==> src/include/cftq_pkg.sv <==
/*
 Shared constants for the transmit queue configuration slice:
 register byte offsets, field positions, reset values and encodings.
 Assumes a 32-bit APB register bus with one register per aligned word.
*/
package cftq_pkg;
    // register byte offsets
    localparam logic [7:0] OFS_ATT_LOW   = 8'h00;
    localparam logic [7:0] OFS_ATT_HIGH  = 8'h04;
    localparam logic [7:0] OFS_REQ_LOW   = 8'h08;
    localparam logic [7:0] OFS_REQ_HIGH  = 8'h0C;
    localparam logic [7:0] OFS_BASE_LOW  = 8'h10;
    localparam logic [7:0] OFS_BASE_HIGH = 8'h14;
    localparam logic [7:0] OFS_TXQ_HIGH  = 8'h18;
    localparam logic [7:0] OFS_CTRL      = 8'h1C;
    localparam logic [7:0] OFS_IRQ_STAT  = 8'h20;
    localparam logic [7:0] OFS_IRQ_EN    = 8'h24;
    localparam logic [7:0] OFS_IRQ_CLR   = 8'h28;
    // field positions in the queue configuration and control words
    localparam int PLS_LSB = 13;
    localparam int DEP_LSB = 8;
    localparam int RTY_LSB = 5;
    localparam int PRI_LSB = 0;
    localparam int CTRL_RRE_BIT = 0;
    localparam int CTRL_MODE_LSB = 8;
    // reset values and encodings
    localparam logic [1:0] RTY_RESET     = 2'h3;
    localparam logic [1:0] RTY_NONE      = 2'h0;
    localparam logic [1:0] RTY_THREE     = 2'h1;
    localparam logic [2:0] MODE_CONFIG   = 3'h4;
    localparam logic [1:0] BASE_ALIGN    = 2'h0;
    localparam logic [3:0] RETRY_LIMIT3  = 4'h3;
    localparam int         NOBJ          = 8;
    // interrupt status bits
    localparam int IRQ_REQ_DONE = 0;
    localparam int IRQ_ATT_SET  = 1;
    localparam int IRQ_W        = 2;
endpackage

==> src/logic/cftq_core.sv <==
/*
 Transmit request, attempt summary, message memory base and queue
 configuration registers with an APB slave and one level interrupt.
 Assumes the protocol engine reports per-object completion and the
 attempt-exhausted flags, and the mode logic supplies the mode status.
*/
// Register access over APB and the register offsets were left to the implementer.
// Function
// eight-bit read-only attempt exhausted summary
// summary only mirrors flags, cleared elsewhere
// bits eight to thirty-one read zero
// set request starts transmit, hardware clears
// writes never abort pending transmissions
// receive objects ignore request set
// bit zero belongs to transmit queue
// request bits software set, hardware clear
// thirty-two bit base address, two halves
// base address low two bits zero
// payload size code maps to bytes
// depth equals field value plus one
// retry field none, three or unlimited
// retry limit only with restricted enable
// priority five bits, all ones highest
// size and depth writable only configuring
// writing zero leaves request bits unchanged
// reset retry code three, others zero
`timescale 1ns/1ps
module cftq_core
    import cftq_pkg::*;
(
    // clock and reset
    input  wire logic                       core_clk,
    input  wire logic                       sys_rst,
    // apb slave
    input  wire logic                       psel,
    input  wire logic                       penable,
    input  wire logic                       pwrite,
    input  wire logic [7:0]                 paddr,
    input  wire logic [31:0]                pwdata,
    output logic                            pready,
    output logic [31:0]                     prdata,
    output logic                            pslverr,
    // protocol engine side
    input  wire logic [cftq_pkg::NOBJ-1:0]  obj_tx_dir,
    input  wire logic [cftq_pkg::NOBJ-1:0]  obj_all_sent,
    input  wire logic [cftq_pkg::NOBJ-1:0]  obj_attempt_flag,
    input  wire logic [2:0]                 operating_mode_status,
    output logic [cftq_pkg::NOBJ-1:0]       send_request,
    output logic [31:0]                     message_memory_base,
    output logic [6:0]                      queue_payload_bytes,
    output logic [5:0]                      queue_depth_msgs,
    output logic                            queue_retry_unlimited,
    output logic [3:0]                      queue_retry_limit,
    output logic [4:0]                      transmit_priority,
    // interrupt
    output logic                            irq
);
    typedef struct packed {
        logic        pready;
        logic [31:0] prdata;
        logic        pslverr;
        logic [7:0]  req;
        logic [7:0]  att;
        logic [31:0] base;
        logic [2:0]  payload_size_sel;
        logic [4:0]  queue_depth_sel;
        logic [1:0]  retry_attempts_sel;
        logic [4:0]  prio;
        logic        restricted_retry_enable;
        logic [IRQ_W-1:0] ist;
        logic [IRQ_W-1:0] ien;
        logic        irq;
        logic [6:0]  pl_bytes;
        logic [5:0]  depth;
        logic        unlim;
        logic [3:0]  limit;
    } cftq_state_t;

    cftq_state_t st_reg;
    cftq_state_t st_next;

    // payload size code to byte count
    function automatic logic [6:0] pl_decode(input logic [2:0] c);
        unique case (c)
            3'h0: pl_decode = 7'h08;
            3'h1: pl_decode = 7'h0C;
            3'h2: pl_decode = 7'h10;
            3'h3: pl_decode = 7'h14;
            3'h4: pl_decode = 7'h18;
            3'h5: pl_decode = 7'h20;
            3'h6: pl_decode = 7'h30;
            3'h7: pl_decode = 7'h40;
        endcase
    endfunction

    logic access;
    logic wr;
    logic known;
    logic [7:0] set_req;
    logic [7:0] done_req;

    // one wait state; a write commits at the edge that ends the access
    assign access = psel && penable && !st_reg.pready;
    assign wr     = psel && penable && st_reg.pready && pwrite;
    assign known  = paddr inside {OFS_ATT_LOW, OFS_ATT_HIGH, OFS_REQ_LOW,
        OFS_REQ_HIGH, OFS_BASE_LOW, OFS_BASE_HIGH, OFS_TXQ_HIGH,
        OFS_CTRL, OFS_IRQ_STAT, OFS_IRQ_EN, OFS_IRQ_CLR};
    // only ones set, and only on transmit objects
    assign set_req  = (wr && paddr == OFS_REQ_LOW) ?
        (pwdata[7:0] & obj_tx_dir) : 8'h00;
    assign done_req = st_reg.req & obj_all_sent;

    // next state
    always_comb begin
        st_next = st_reg;
        st_next.pready  = access;
        st_next.pslverr = access && !known;
        st_next.prdata  = 32'h0000_0000;
        // hardware clear only; set wins over same-cycle completion
        st_next.req = (st_reg.req & ~obj_all_sent) | set_req;
        st_next.att = obj_attempt_flag;
        if (wr) begin
            unique case (paddr)
                OFS_BASE_LOW: begin
                    st_next.base[15:0] = {pwdata[15:2], BASE_ALIGN};
                end
                OFS_BASE_HIGH: begin
                    st_next.base[31:16] = pwdata[15:0];
                end
                OFS_TXQ_HIGH: begin
                    // size and depth frozen outside configuration mode
                    if (operating_mode_status == MODE_CONFIG) begin
                        st_next.payload_size_sel = pwdata[PLS_LSB +: 3];
                        st_next.queue_depth_sel  = pwdata[DEP_LSB +: 5];
                    end
                    st_next.retry_attempts_sel = pwdata[RTY_LSB +: 2];
                    st_next.prio = pwdata[PRI_LSB +: 5];
                end
                OFS_CTRL: begin
                    st_next.restricted_retry_enable = pwdata[CTRL_RRE_BIT];
                end
                OFS_IRQ_EN: begin
                    st_next.ien = pwdata[IRQ_W-1:0];
                end
                OFS_IRQ_CLR: begin
                    st_next.ist = st_reg.ist & ~pwdata[IRQ_W-1:0];
                end
                default: begin
                end
            endcase
        end
        // events set after the clear so a coincident event survives
        if (|done_req) begin
            st_next.ist[IRQ_REQ_DONE] = 1'b1;
        end
        if (|(obj_attempt_flag & ~st_reg.att)) begin
            st_next.ist[IRQ_ATT_SET] = 1'b1;
        end
        if (access && !pwrite) begin
            unique case (paddr)
                OFS_ATT_LOW:   st_next.prdata = {24'h000000, st_reg.att};
                OFS_REQ_LOW:   st_next.prdata = {24'h000000, st_reg.req};
                OFS_BASE_LOW:  st_next.prdata = {16'h0000, st_reg.base[15:0]};
                OFS_BASE_HIGH: st_next.prdata = {16'h0000, st_reg.base[31:16]};
                OFS_TXQ_HIGH:  st_next.prdata = {16'h0000,
                    st_reg.payload_size_sel, st_reg.queue_depth_sel, 1'b0,
                    st_reg.retry_attempts_sel, st_reg.prio};
                OFS_CTRL:      st_next.prdata = {21'h000000,
                    operating_mode_status, 7'h00,
                    st_reg.restricted_retry_enable};
                OFS_IRQ_STAT:  st_next.prdata = {30'h0, st_reg.ist};
                OFS_IRQ_EN:    st_next.prdata = {30'h0, st_reg.ien};
                default:       st_next.prdata = 32'h0000_0000;
            endcase
        end
        // decoded queue settings for the engine
        st_next.pl_bytes = pl_decode(st_reg.payload_size_sel);
        st_next.depth = {1'b0, st_reg.queue_depth_sel} + 6'h01;
        // limit applies only under restricted retransmission
        if (!st_reg.restricted_retry_enable) begin
            st_next.unlim = 1'b1;
            st_next.limit = 4'h0;
        end else begin
            st_next.unlim = st_reg.retry_attempts_sel[1];
            st_next.limit = (st_reg.retry_attempts_sel == RTY_THREE) ?
                RETRY_LIMIT3 : 4'h0;
        end
        st_next.irq = |(st_next.ist & st_next.ien);
        if (sys_rst) begin
            st_next = '0;
            st_next.retry_attempts_sel = RTY_RESET;
            st_next.pl_bytes = pl_decode(3'h0);
            st_next.depth = 6'h01;
            st_next.unlim = 1'b1;
        end
    end

    // single state register, synchronous reset folded in above
    always_ff @(posedge core_clk) begin
        st_reg <= st_next;
    end

    assign pready                = st_reg.pready;
    assign prdata                = st_reg.prdata;
    assign pslverr               = st_reg.pslverr;
    assign send_request          = st_reg.req;
    assign message_memory_base   = st_reg.base;
    assign queue_payload_bytes   = st_reg.pl_bytes;
    assign queue_depth_msgs      = st_reg.depth;
    assign queue_retry_unlimited = st_reg.unlim;
    assign queue_retry_limit     = st_reg.limit;
    assign transmit_priority     = st_reg.prio;
    assign irq                   = st_reg.irq;

    // request set by a write lands one cycle later
    property p_req_set;
        @(posedge core_clk) disable iff (sys_rst)
        (wr && paddr == OFS_REQ_LOW && pwdata[0] && obj_tx_dir[0])
            |=> send_request[0];
    endproperty
    a_req_set: assert property (p_req_set)
        else $error("queue request not set");

    property p_rx_ignore;
        @(posedge core_clk) disable iff (sys_rst)
        (!send_request[7] && !obj_tx_dir[7]) |=> !send_request[7];
    endproperty
    a_rx_ignore: assert property (p_rx_ignore)
        else $error("receive object took a request");

    property p_no_abort;
        @(posedge core_clk) disable iff (sys_rst)
        (send_request[1] && !obj_all_sent[1]) |=> send_request[1];
    endproperty
    a_no_abort: assert property (p_no_abort)
        else $error("request dropped without completion");

    property p_hw_clear;
        @(posedge core_clk) disable iff (sys_rst)
        (send_request[2] && obj_all_sent[2] && !set_req[2])
            |=> !send_request[2];
    endproperty
    a_hw_clear: assert property (p_hw_clear)
        else $error("request not cleared on completion");

    property p_base_align;
        @(posedge core_clk) disable iff (sys_rst)
        message_memory_base[1:0] == BASE_ALIGN;
    endproperty
    a_base_align: assert property (p_base_align)
        else $error("base address not word aligned");

    property p_cfg_lock;
        @(posedge core_clk) disable iff (sys_rst)
        (operating_mode_status != MODE_CONFIG)
            |=> $stable(st_reg.queue_depth_sel);
    endproperty
    a_cfg_lock: assert property (p_cfg_lock)
        else $error("depth changed outside configuration");

    property p_depth;
        @(posedge core_clk) disable iff (sys_rst)
        ##1 queue_depth_msgs == {1'b0, $past(st_reg.queue_depth_sel)} + 6'h01;
    endproperty
    a_depth: assert property (p_depth)
        else $error("depth decode wrong");

    property p_retry;
        @(posedge core_clk) disable iff (sys_rst)
        (!st_reg.restricted_retry_enable) |=> queue_retry_unlimited;
    endproperty
    a_retry: assert property (p_retry)
        else $error("retry limit applied while unrestricted");

    property p_summary;
        @(posedge core_clk) disable iff (sys_rst)
        ##1 st_reg.att == $past(obj_attempt_flag);
    endproperty
    a_summary: assert property (p_summary)
        else $error("summary does not mirror flags");

    // the upper attempt half has no flags behind it
    property p_att_high_zero;
        @(posedge core_clk) disable iff (sys_rst)
        (access && !pwrite && paddr == OFS_ATT_HIGH)
            |=> prdata == 32'h0000_0000;
    endproperty
    a_att_high_zero: assert property (p_att_high_zero)
        else $error("attempt high half not zero");

    // a zero in the write leaves the request as it was
    property p_req_keep;
        @(posedge core_clk) disable iff (sys_rst)
        (wr && paddr == OFS_REQ_LOW && !pwdata[4] && !obj_all_sent[4])
            |=> send_request[4] == $past(send_request[4]);
    endproperty
    a_req_keep: assert property (p_req_keep)
        else $error("zero write changed a request");

    // nothing but a register write raises a request
    property p_req_sw_set;
        @(posedge core_clk) disable iff (sys_rst)
        (!send_request[5] && !(wr && paddr == OFS_REQ_LOW))
            |=> !send_request[5];
    endproperty
    a_req_sw_set: assert property (p_req_sw_set)
        else $error("request rose without a write");

    // largest payload code gives the largest frame
    property p_payload_max;
        @(posedge core_clk) disable iff (sys_rst)
        (st_reg.payload_size_sel == 3'h7)
            |=> queue_payload_bytes == 7'h40;
    endproperty
    a_payload_max: assert property (p_payload_max)
        else $error("payload decode wrong");

    // code one limits to three retries under restriction
    property p_limit_three;
        @(posedge core_clk) disable iff (sys_rst)
        (st_reg.restricted_retry_enable && st_reg.retry_attempts_sel == RTY_THREE)
            |=> (queue_retry_limit == RETRY_LIMIT3 && !queue_retry_unlimited);
    endproperty
    a_limit_three: assert property (p_limit_three)
        else $error("three retry limit not reported");

    // code zero turns retransmission off under restriction
    property p_retry_none;
        @(posedge core_clk) disable iff (sys_rst)
        (st_reg.restricted_retry_enable && st_reg.retry_attempts_sel == RTY_NONE)
            |=> (queue_retry_limit == 4'h0 && !queue_retry_unlimited);
    endproperty
    a_retry_none: assert property (p_retry_none)
        else $error("retransmission not disabled");

    // priority is taken in any mode
    property p_prio_write;
        @(posedge core_clk) disable iff (sys_rst)
        (wr && paddr == OFS_TXQ_HIGH)
            |=> transmit_priority == $past(pwdata[PRI_LSB +: 5]);
    endproperty
    a_prio_write: assert property (p_prio_write)
        else $error("priority write lost");

    // upper base half follows the write
    property p_base_high;
        @(posedge core_clk) disable iff (sys_rst)
        (wr && paddr == OFS_BASE_HIGH)
            |=> message_memory_base[31:16] == $past(pwdata[15:0]);
    endproperty
    a_base_high: assert property (p_base_high)
        else $error("base high write lost");

    // payload size frozen outside configuration mode
    property p_size_lock;
        @(posedge core_clk) disable iff (sys_rst)
        (operating_mode_status != MODE_CONFIG)
            |=> $stable(st_reg.payload_size_sel);
    endproperty
    a_size_lock: assert property (p_size_lock)
        else $error("size changed outside configuration");

    // no limit reported while retries are unrestricted
    property p_limit_off;
        @(posedge core_clk) disable iff (sys_rst)
        (!st_reg.restricted_retry_enable) |=> queue_retry_limit == 4'h0;
    endproperty
    a_limit_off: assert property (p_limit_off)
        else $error("limit reported while unrestricted");

    // deepest code gives thirty-two messages
    property p_depth_max;
        @(posedge core_clk) disable iff (sys_rst)
        (st_reg.queue_depth_sel == 5'h1F) |=> queue_depth_msgs == 6'h20;
    endproperty
    a_depth_max: assert property (p_depth_max)
        else $error("deepest queue decode wrong");

    // a finished request always leaves a status bit behind
    property p_done_irq;
        @(posedge core_clk) disable iff (sys_rst)
        (|(send_request & obj_all_sent)) |=> st_reg.ist[IRQ_REQ_DONE];
    endproperty
    a_done_irq: assert property (p_done_irq)
        else $error("completion status not set");
endmodule

==> config.mk <==
export PLATFORM = sky130hd
export DESIGN_NAME = cftq_core
export DESIGN_NICKNAME = d
export VERILOG_FILES = /design/src/include/cftq_pkg.sv /design/src/logic/cftq_core.sv
export SDC_FILE = /design/constraint.sdc
export NUM_CORES = 1
export LEC_CHECK = 0
export BUFFER_PORTS_ARGS = -buffer_cell sky130_fd_sc_hd__buf_4
export CORE_ASPECT_RATIO = 0.8
export CORE_MARGIN = 5
export CORE_UTILIZATION = 45
export DETAILED_ROUTE_END_ITERATION = 6
export PLACE_DENSITY_LB_ADDON = 0.3
export SLEW_MARGIN = 30
export SYNTH_ARGS = -nofsm -noshare
export SYNTH_HDL_FRONTEND = slang
export SYNTH_SLANG_ARGS = --single-unit
==> constraint.sdc <==
create_clock -name core_clk -period 1.75 [get_ports core_clk]
set_input_delay 0.35 -clock core_clk [delete_from_list [all_inputs] [get_ports core_clk]]
set_output_delay 0.35 -clock core_clk [all_outputs]
set_load 0.01 [all_outputs]
==> impl_metrics.json, run 1 <==
{
  "die_x_um": 126,
  "synth_cells": 559,
  "drv_cap": 0,
  "ys_warn_count": 0,
  "cts_root_buf": "clkbuf_16",
  "nets": 719,
  "yosysTopAreaCell": "dfxtp_1",
  "rsz0062_at_grt": "no",
  "numClockSinks": 98,
  "antenna_found_initial": 0,
  "numCtsBuffers": 9,
  "io_pins": 170,
  "fin_crit_ns": 1.62,
  "dp_hpwl_um": 10200,
  "drtIter0Drc": 310,
  "place_congestion": 0.900,
  "core-area_mm2": 0.0104,
  "synth_edf_count": 0,
  "worst_pin_slew_ns": 0.638,
  "yosys.cell_types.count": 52,
  "finalPower_mw": 4.61,
  "setup_viol": 0,
  "drv_slew": 0,
  "dp.cells": 774,
  "netlist.area_leader.share_pct": 40.7,
  "hold_violations": 0,
  "crit_required_ns": 1.97,
  "largest_reg_flops": 30,
  "syn_area_mm2": 0.00483,
  "final_cells": 789,
  "drive_gt1_share_pct": 33.0,
  "post-route-drc-count": 0,
  "ys_seq_elements": 98,
  "vias": 4027,
  "grt_start_max_net_pins": 80,
  "synthFlopType": "dfxtp_1",
  "drtAntennaViolNets": 0,
  "p_per_area_mw_per_mm2": 781,
  "fin_area_mm2": 0.00590,
  "startpoint_type": "input pin",
  "dr.max_layer_used": "met4",
  "wl_per_cell_um": 16.8,
  "met3_length_um": 1100,
  "holdCritPathClass": "input pin to flip-flop",
  "via_per_inst": 5.10,
  "cts_tree": "done",
  "port_buffers": 131,
  "fill_cells": 957,
  "track_usage_pct": 20.2,
  "die_h_um": 103,
  "skew_ns": 0.00623,
  "post_cts_buffers": 0,
  "start_util_pct": 46.6,
  "ctsResizeCount": 0,
  "clockBufferDepth": 2,
  "worstPathMaxFanout": 8,
  "ys_seq_area_share_pct": 40.7,
  "synth_area_leaders": "dfxtp_1 (41%), buf_4 (15%), nand2_1 (5.8%), mux2i_1 (5.4%), nor2_1 (4.8%)",
  "rows": 33,
  "wl_met2_um": 5890,
  "async_flop_share_pct": 0,
  "clk_pin_slew_ns": 0.06,
  "arrival_ns": 1.83,
  "grt_pass1_wl_um": 20500,
  "status": "complete, no violations",
  "first_global_vias": 3838,
  "die_area_mm2": 0.0129,
  "m1WireLength_um": 6170,
  "firstDrtPassIters": 5,
  "end_kind": "flip-flop",
  "insertion_delay_ns": 0.34,
  "vdd_drop_max_mv": 0.655,
  "holdBufCountCts": 0,
  "fin_ws_ns": 0.133,
  "dp_slack_ns": -0.241,
  "syn2layout_area_growth_pct": 22.3,
  "total_leakage_power_nw": 2.54,
  "synth.avg_cell_area_um2": 8.63,
  "cts-htree-levels": 3,
  "placed_cell_area_mm2": 0.00560,
  "finalWirelength_um": 13300,
  "antenna_cells": 0,
  "fmax_mhz": 618,
  "crit_type": "input pin to flip-flop",
  "fin_crit_sh_pct": 92.4,
  "maxSlewHeadroom_pct": 57.1,
  "grt.overflow.total": 0
}
worst paths after layout:
path                  startpoint               endpoint  slack, ns  cells after the start
max                     paddr[1]             st_reg[37]       0.13                      6
min          obj_attempt_flag[4]             st_reg[75]       0.23                      2
max reg2reg           st_reg[76]                    irq       0.27                      5
min reg2reg           st_reg[23]  queue_retry_unlimited       0.44                      1
through the flow:
step	setup TNS [ns]	util [%]	hold slack (ns)
3_3_place_gp	-5.74	54.0	0.432
6_report	0	57.0	0.234
5_1_grt	0	57.0	0.228
3_5_place_dp	-7.13	54.0	0.428
4_1_cts	0	56.9	0.224
2_1_floorplan	0	-	0.379
area by class of cell:
cell class	instances	area (um2)	share of cell area (%)
Multi-Input combinational cell	346	2050	34.8
Tap cell	140	175	2.97
Clock buffer	11	253	4.28
Clock inverter	4	51.3	0.869
Timing Repair Buffer	172	1340	22.7
Sequential cell	98	1960	33.2
Inverter	18	67.6	1.14
synth_stat cells, types with 3 or more instances:
cell and number:
clkbuf_1 10, nand3_1 9, a22oi_1 12, dfxtp_1 98
mux2_2 3, a211o_1 3, buf_2 10, a32oi_1 9
a21oi_2 10, o21ai_0 5, o2bb2ai_1 3, nor2_1 62
a31oi_1 4, buf_4 94, and3_1 3, a22o_1 4
nor3_1 3, nor2b_1 18, mux2i_1 26, nand2_2 3
nand2_1 75, a222oi_1 4, a21oi_1 31, inv_1 18
kinds of logic after synthesis:
family	count (synthesis)	synth area share [%]
compound gates	92	13.4
xor+xnor	3	0.545
fa+ha+maj	2	0.518
buf+inv	136	18.5
flops	98	40.7
mux	29	6.09
other cells	1	0.0777
simple gates	198	20.2
layer usage:
metal  global-route usage (%)  vias up
met5                        0        -
met2                     31.3      156
met1                     27.9     1907
met4                     4.37        0
met3                     6.47        7
li1                         -     1957
worst max-delay path, cell delays in order:
cell     delay [ns]
buf_4          0.11
or4b_4         0.61
nor2_4         0.20
nand4_4        0.24
mux2i_1        0.25
nor2_1         0.06
placed cells by master, fill, tap and decap left out, types with 5 or more instances in the layout:
cell       netlist  layout
buf_4           94     168
mux2i_1         26      26
a21oi_2         10      10
a21oi_1         31      31
a22oi_1         12      12
clkbuf_16        0       9
nor2_1          62      62
nor2b_1         18      17
a32oi_1          9       9
o21ai_0          5       5
dfxtp_1         98      98
conb_1           1      22
nand3_1          9       9
inv_1           18      18
nand2_1         75      75
power by group:
| group | switching, mW | internal, mW | total (mW) |
|---|---|---|---|
| sequential | 0.00732 | 2.24 | 2.25 |
| clock | 0.838 | 1.18 | 2.02 |
| combinational | 0.190 | 0.157 | 0.347 |
No activity file was read; power rests on OpenSTA's default activity.
==> run 2, diff against run 1 <==
Settings changed: ABC_AREA set to 1, CELL_PAD_IN_SITES_DETAIL_PLACEMENT set to 0, CELL_PAD_IN_SITES_GLOBAL_PLACEMENT set to 2, CORE_UTILIZATION 45 to 24.
==> impl_metrics.json, run 2 <==
{
  "reg2reg_depth": 7,
  "place_congestion": 0.798,
  "combPwrFrac_pct": 7.1,
  "drv_cap": 0,
  "post_cts_buffers": 0,
  "synth-xor-area-share_pct": 0,
  "yosys.cell_types.count": 29,
  "largest_reg_flops": 30,
  "fin_crit_sh_pct": 85.4,
  "critPathTopFamily": "simple AND/OR/NAND/NOR gates",
  "drtIter0Drc": 212,
  "dp.cells": 1025,
  "p_sw_share_pct": 24.5,
  "min_path_cells": 3,
  "async_flop_share_pct": 0,
  "rows": 46,
  "port_buffers": 131,
  "grt_start_max_net_pins": 42,
  "track_usage_pct": 13.8,
  "switchingPower_mw": 1.10,
  "yosys.cell_count.top_type": "nor2_1",
  "synth_mux_area_share_pct": 0,
  "fmax_mhz": 669,
  "vias": 4224,
  "worstPathMaxFanout": 9,
  "drive_gt1_share_pct": 26.9,
  "end_kind": "flip-flop",
  "synth_area_leaders": "dfxtp_1 (40%), buf_4 (15%), nor2_1 (9.0%), nand2_1 (8.8%), inv_1 (5.1%)",
  "cts_tree": "done",
  "seqPwrFrac_pct": 50.1,
  "crit_chain": "nand2_1 > nor2_2 > inv_1 > nor2_4 > nand2_4 > o21ai_0 > nor2_1",
  "synth.avg_cell_area_um2": 7.14,
  "crit_slowest_cell": "dfxtp_1",
  "start_util_pct": 24.5,
  "grt_pass1_wl_um": 24300,
  "die_area_mm2": 0.0232,
  "layout_common_cells": "buf_4 (167), nor2_1 (116), nand2_1 (114)",
  "synth_commonest_cells": "nor2_1 (116), nand2_1 (114), dfxtp_1 (98)",
  "worst_pin_slew_ns": 0.495,
  "io_pins": 170,
  "ys_warn_count": 0,
  "arrival_ns": 1.73,
  "skew_ns": 0.00742,
  "ys_seq_elements": 98,
  "critPathBufInv": 1,
  "clockBufferDepth": 2,
  "final_cells": 1041,
  "synthSimpleGateAreaFrac_pct": 27.5,
  "utilization_pct": 30.5,
  "setup_viol": 0,
  "rsz0062_at_grt": "no",
  "hp-start": "obj_attempt_flag[6]",
  "holdCritPathClass": "input pin to flip-flop",
  "antenna_cells": 0,
  "first_global_vias": 4288,
  "cts-htree-levels": 3,
  "drtAntennaViolNets": 0,
  "syn2layout_area_growth_pct": 24.7,
  "fin_crit_ns": 1.49,
  "post-route-drc-count": 0,
  "drv_slew": 0,
  "worst_path_largest_cell_delay_ns": 0.36,
  "yosysTopAreaCell": "dfxtp_1",
  "insertion_delay_ns": 0.36,
  "p_per_area_mw_per_mm2": 740,
  "die_x_um": 169,
  "ctsResizeCount": 0,
  "clk_pin_slew_ns": 0.07,
  "core-area_mm2": 0.0199,
  "synth_cells": 681,
  "rrSetupSlack_ns": 0.26,
  "numCtsBuffers": 9,
  "finalWirelength_um": 16100,
  "status": "complete, no violations",
  "synth-compound-area-share_pct": 9.47,
  "synthFlopType": "dfxtp_1",
  "ys_seq_area_share_pct": 40.4,
  "antenna_found_initial": 0,
  "netlist.area_leader.share_pct": 40.4,
  "crit_required_ns": 1.99,
  "reg2reg_to": "st_reg[33]",
  "nets": 846,
  "dp_hpwl_um": 12800,
  "wl_per_cell_um": 15.5,
  "total_leakage_power_nw": 2.74,
  "vdd_drop_max_mv": 0.358,
  "synth_edf_count": 0,
  "grt.overflow.total": 0,
  "hold_violations": 0,
  "r2r-start": "pready",
  "die_h_um": 137,
  "pwr-share-clk_pct": 42.8,
  "final_common_cell": "buf_4",
  "synth_top_family_by_area": "simple AND/OR/NAND/NOR gates",
  "cts_root_buf": "clkbuf_16",
  "fill_cells": 2217,
  "numClockSinks": 98,
  "syn_area_mm2": 0.00486,
  "synthAdderAreaFrac_pct": 0.515,
  "startpoint_type": "flip-flop",
  "holdPathEnd": "st_reg[77]",
  "crit_type": "flip-flop to flip-flop",
  "firstDrtPassIters": 4,
  "via_per_inst": 4.06,
  "internal_power_mw": 3.39,
  "maxSlewHeadroom_pct": 66.7,
  "holdBufCountCts": 0
}
[run 2: worst max-delay path by stage]
stage / startpoint / endpoint / slack (ns) / depth (start not counted)
floorplan: paddr[7] / message_memory_base[10] / 0.37 / 7
global placement: paddr[7] / message_memory_base[9] / -0.005 / 8
detailed placement: paddr[7] / message_memory_base[10] / -0.07 / 8
CTS: pready / message_memory_base[10] / 0.24 / 7
global route: pready / message_memory_base[29] / 0.13 / 6
finish: pready / st_reg[33] / 0.26 / 7
[run 2: cells by family (layout without fill, tap and decap cells)]
logic type	after synthesis	after routing
and+or+nand+nor	309	309
DFF	98	98
buffers and inverters	182	257
AOI/OAI and AO/OA	89	89
other	1	22
adders and majority gates	2	2
[run 2: routing by layer]
metal | track usage, % | routed length (um) | up-vias
li1 | - | - | 2199
met1 | 19.5 | 7880 | 1905
met2 | 20.8 | 6910 | 115
met3 | 4.76 | 1280 | 5
met4 | 2.50 | 67 | 0
met5 | 0 | 0 | -
[run 2: through the flow]
stage | hold slack, ns | TNS (ns) | power (mW) | worst slack, ns | area [um2]
2_1_floorplan | 0.409 | 0 | 2.46 | 0.366 | 4940
3_3_place_gp | 0.452 | -0.00484 | 2.62 | -0.00484 | 5780
3_5_place_dp | 0.443 | -0.674 | 2.62 | -0.0700 | 5780
4_1_cts | 0.188 | 0 | 4.55 | 0.240 | 6060
5_1_grt | 0.194 | 0 | 4.68 | 0.134 | 6060
6_report | 0.203 | 0 | 4.49 | 0.256 | 6060
[run 2: final cells by class]
cell class	instances	area (um2)	share of cell area, %
sequential	98	1960	32.4
multi-input combinational	422	1910	31.5
timing repair buffer	170	1310	21.7
tap	264	330	5.45
inverter	71	268	4.42
clock buffer	11	243	4.00
clock inverter	5	38.8	0.640
[run 2: worst min-delay path, delay by kind of cell]
kind / cells / cell delay [ns]
buf+inv: 2 / 0.11
simple gates: 1 / 0.06
[run 2: power by group through the flow]
stage / logic (mW) / registers, mW / clock network [mW]
after floorplan: 0.159 / 2.30 / 0
after global placement: 0.316 / 2.30 / 0
after detailed placement: 0.318 / 2.30 / 0
after CTS: 0.319 / 2.25 / 1.98
after global routing: 0.351 / 2.25 / 2.08
final: 0.318 / 2.25 / 1.92
==> run 3, diff against run 2 <==
Settings changed: ABC_AREA 1 to 0, CORE_UTILIZATION 24 to 26.
==> impl_metrics.json, run 3 (same netlist as run 1, synthesis figures left out) <==
{
  "skew_ns": 0.00926,
  "pwr-share-clk_pct": 43.6,
  "total_leakage_power_nw": 2.57,
  "internal_power_mw": 3.52,
  "holdPathEnd": "st_reg[74]",
  "holdBufCountCts": 0,
  "p_sw_share_pct": 23.9,
  "nets": 726,
  "drv_cap": 0,
  "crit_required_ns": 1.98,
  "start_util_pct": 26.5,
  "reg2reg_to": "prdata[15]",
  "utilization_pct": 33.3,
  "grt_start_max_net_pins": 80,
  "antenna_found_initial": 0,
  "p_per_area_mw_per_mm2": 762,
  "rrSetupSlack_ns": 0.22,
  "rsz0062_at_grt": "no",
  "syn2layout_area_growth_pct": 25.8,
  "hold_violations": 0,
  "r2r-start": "pready",
  "dp.cells": 894,
  "fin_ws_ns": 0.183,
  "insertion_delay_ns": 0.35,
  "drv_slew": 0,
  "largest_reg_flops": 30,
  "io_pins": 170,
  "setup_viol": 0,
  "vdd_drop_max_mv": 0.354,
  "setup_tns_ns": 0,
  "timing.hold.ws_ns": 0.216,
  "die_x_um": 162,
  "arrival_ns": 1.80,
  "dp_hpwl_um": 12200,
  "holdCritPathClass": "input pin to flip-flop",
  "core-area_mm2": 0.0182,
  "finalPower_mw": 4.63,
  "end_kind": "flip-flop",
  "reg2reg_depth": 5,
  "fin_crit_sh_pct": 89.6,
  "grt.overflow.total": 0,
  "cts-htree-levels": 3,
  "rows": 44,
  "drtAntennaViolNets": 0,
  "worst_pin_slew_ns": 0.688,
  "via_per_inst": 4.36,
  "worstPathMaxFanout": 8,
  "combPwrFrac_pct": 7.8,
  "placed_cell_area_mm2": 0.00578,
  "maxSlewHeadroom_pct": 53.7,
  "place_congestion": 0.800,
  "layout_common_cells": "buf_4 (176), dfxtp_1 (98), nand2_1 (75)",
  "antenna_cells": 0,
  "dp_slack_ns": -0.186,
  "hp-start": "obj_attempt_flag[3]",
  "status": "complete, no violations",
  "clk_pin_slew_ns": 0.07,
  "numClockSinks": 98,
  "track_usage_pct": 14.5,
  "final_common_cell": "buf_4",
  "ctsResizeCount": 0,
  "post-route-drc-count": 0,
  "first_global_vias": 4035,
  "port_buffers": 131,
  "startpoint_type": "input pin",
  "wl_per_cell_um": 17.1,
  "finalWirelength_um": 15600,
  "cts_root_buf": "clkbuf_16",
  "die_area_mm2": 0.0214,
  "min_path_cells": 2,
  "fmax_mhz": 638,
  "final_cells": 910,
  "vias": 3970,
  "numCtsBuffers": 9,
  "post_cts_buffers": 0,
  "drtIter0Drc": 178,
  "cts_tree": "done",
  "switchingPower_mw": 1.11,
  "grt_pass1_wl_um": 23800,
  "firstDrtPassIters": 5,
  "fin_area_mm2": 0.00607,
  "die_h_um": 132,
  "clockBufferDepth": 2,
  "crit_type": "input pin to flip-flop",
  "drive_gt1_share_pct": 33.5,
  "seqPwrFrac_pct": 48.6,
  "fin_crit_ns": 1.57
}
run 3: changes by cell type in the layout (fill, tap and decap cells not counted), sizes merged, moves of 26 or more:
cell and delta:
nor2 -62, inv -50, nand3 -33, mux2i +26, o21ai -45, nand2 -43
run 3: power groups by stage:
stage	logic, mW	registers (mW)	clock network, mW
after floorplan	0.183	2.30	0
after global placement	0.359	2.30	0
after detailed placement	0.361	2.30	0
after CTS	0.362	2.25	2.09
after global routing	0.393	2.25	2.16
final	0.362	2.25	2.02
run 3: worst max-delay path by stage:
stage	startpoint	endpoint
final	paddr[1]	st_reg[34]
after global placement	paddr[1]	prdata[0]
after detailed placement	paddr[1]	st_reg[37]
after floorplan	paddr[2]	st_reg[35]
after CTS	paddr[1]	st_reg[37]
after global routing	paddr[3]	message_memory_base[13]
run 3: layout make-up:
cell class	count	area, um2
Clock buffer	10	229
Multi-Input combinational cell	346	2050
Inverter	18	67.6
Sequential cell	98	1960
Timing Repair Buffer	179	1380
Clock inverter	6	65.1
Fill cell	1925	12100
Tap cell	253	317
run 3: worst max-delay path, cell delays in order:
cell and delay (ns):
buf_4 0.11, or4b_4 0.61, nor2_4 0.20, nand4_4 0.25, mux2i_1 0.22, nor2_1 0.05
run 3: layer usage:
metal	part of all wire, %	track usage [%]
met3	7.3	4.41
met1	51	21.6
met2	41	19.8
met4	0.57	4.13
met5	0	0
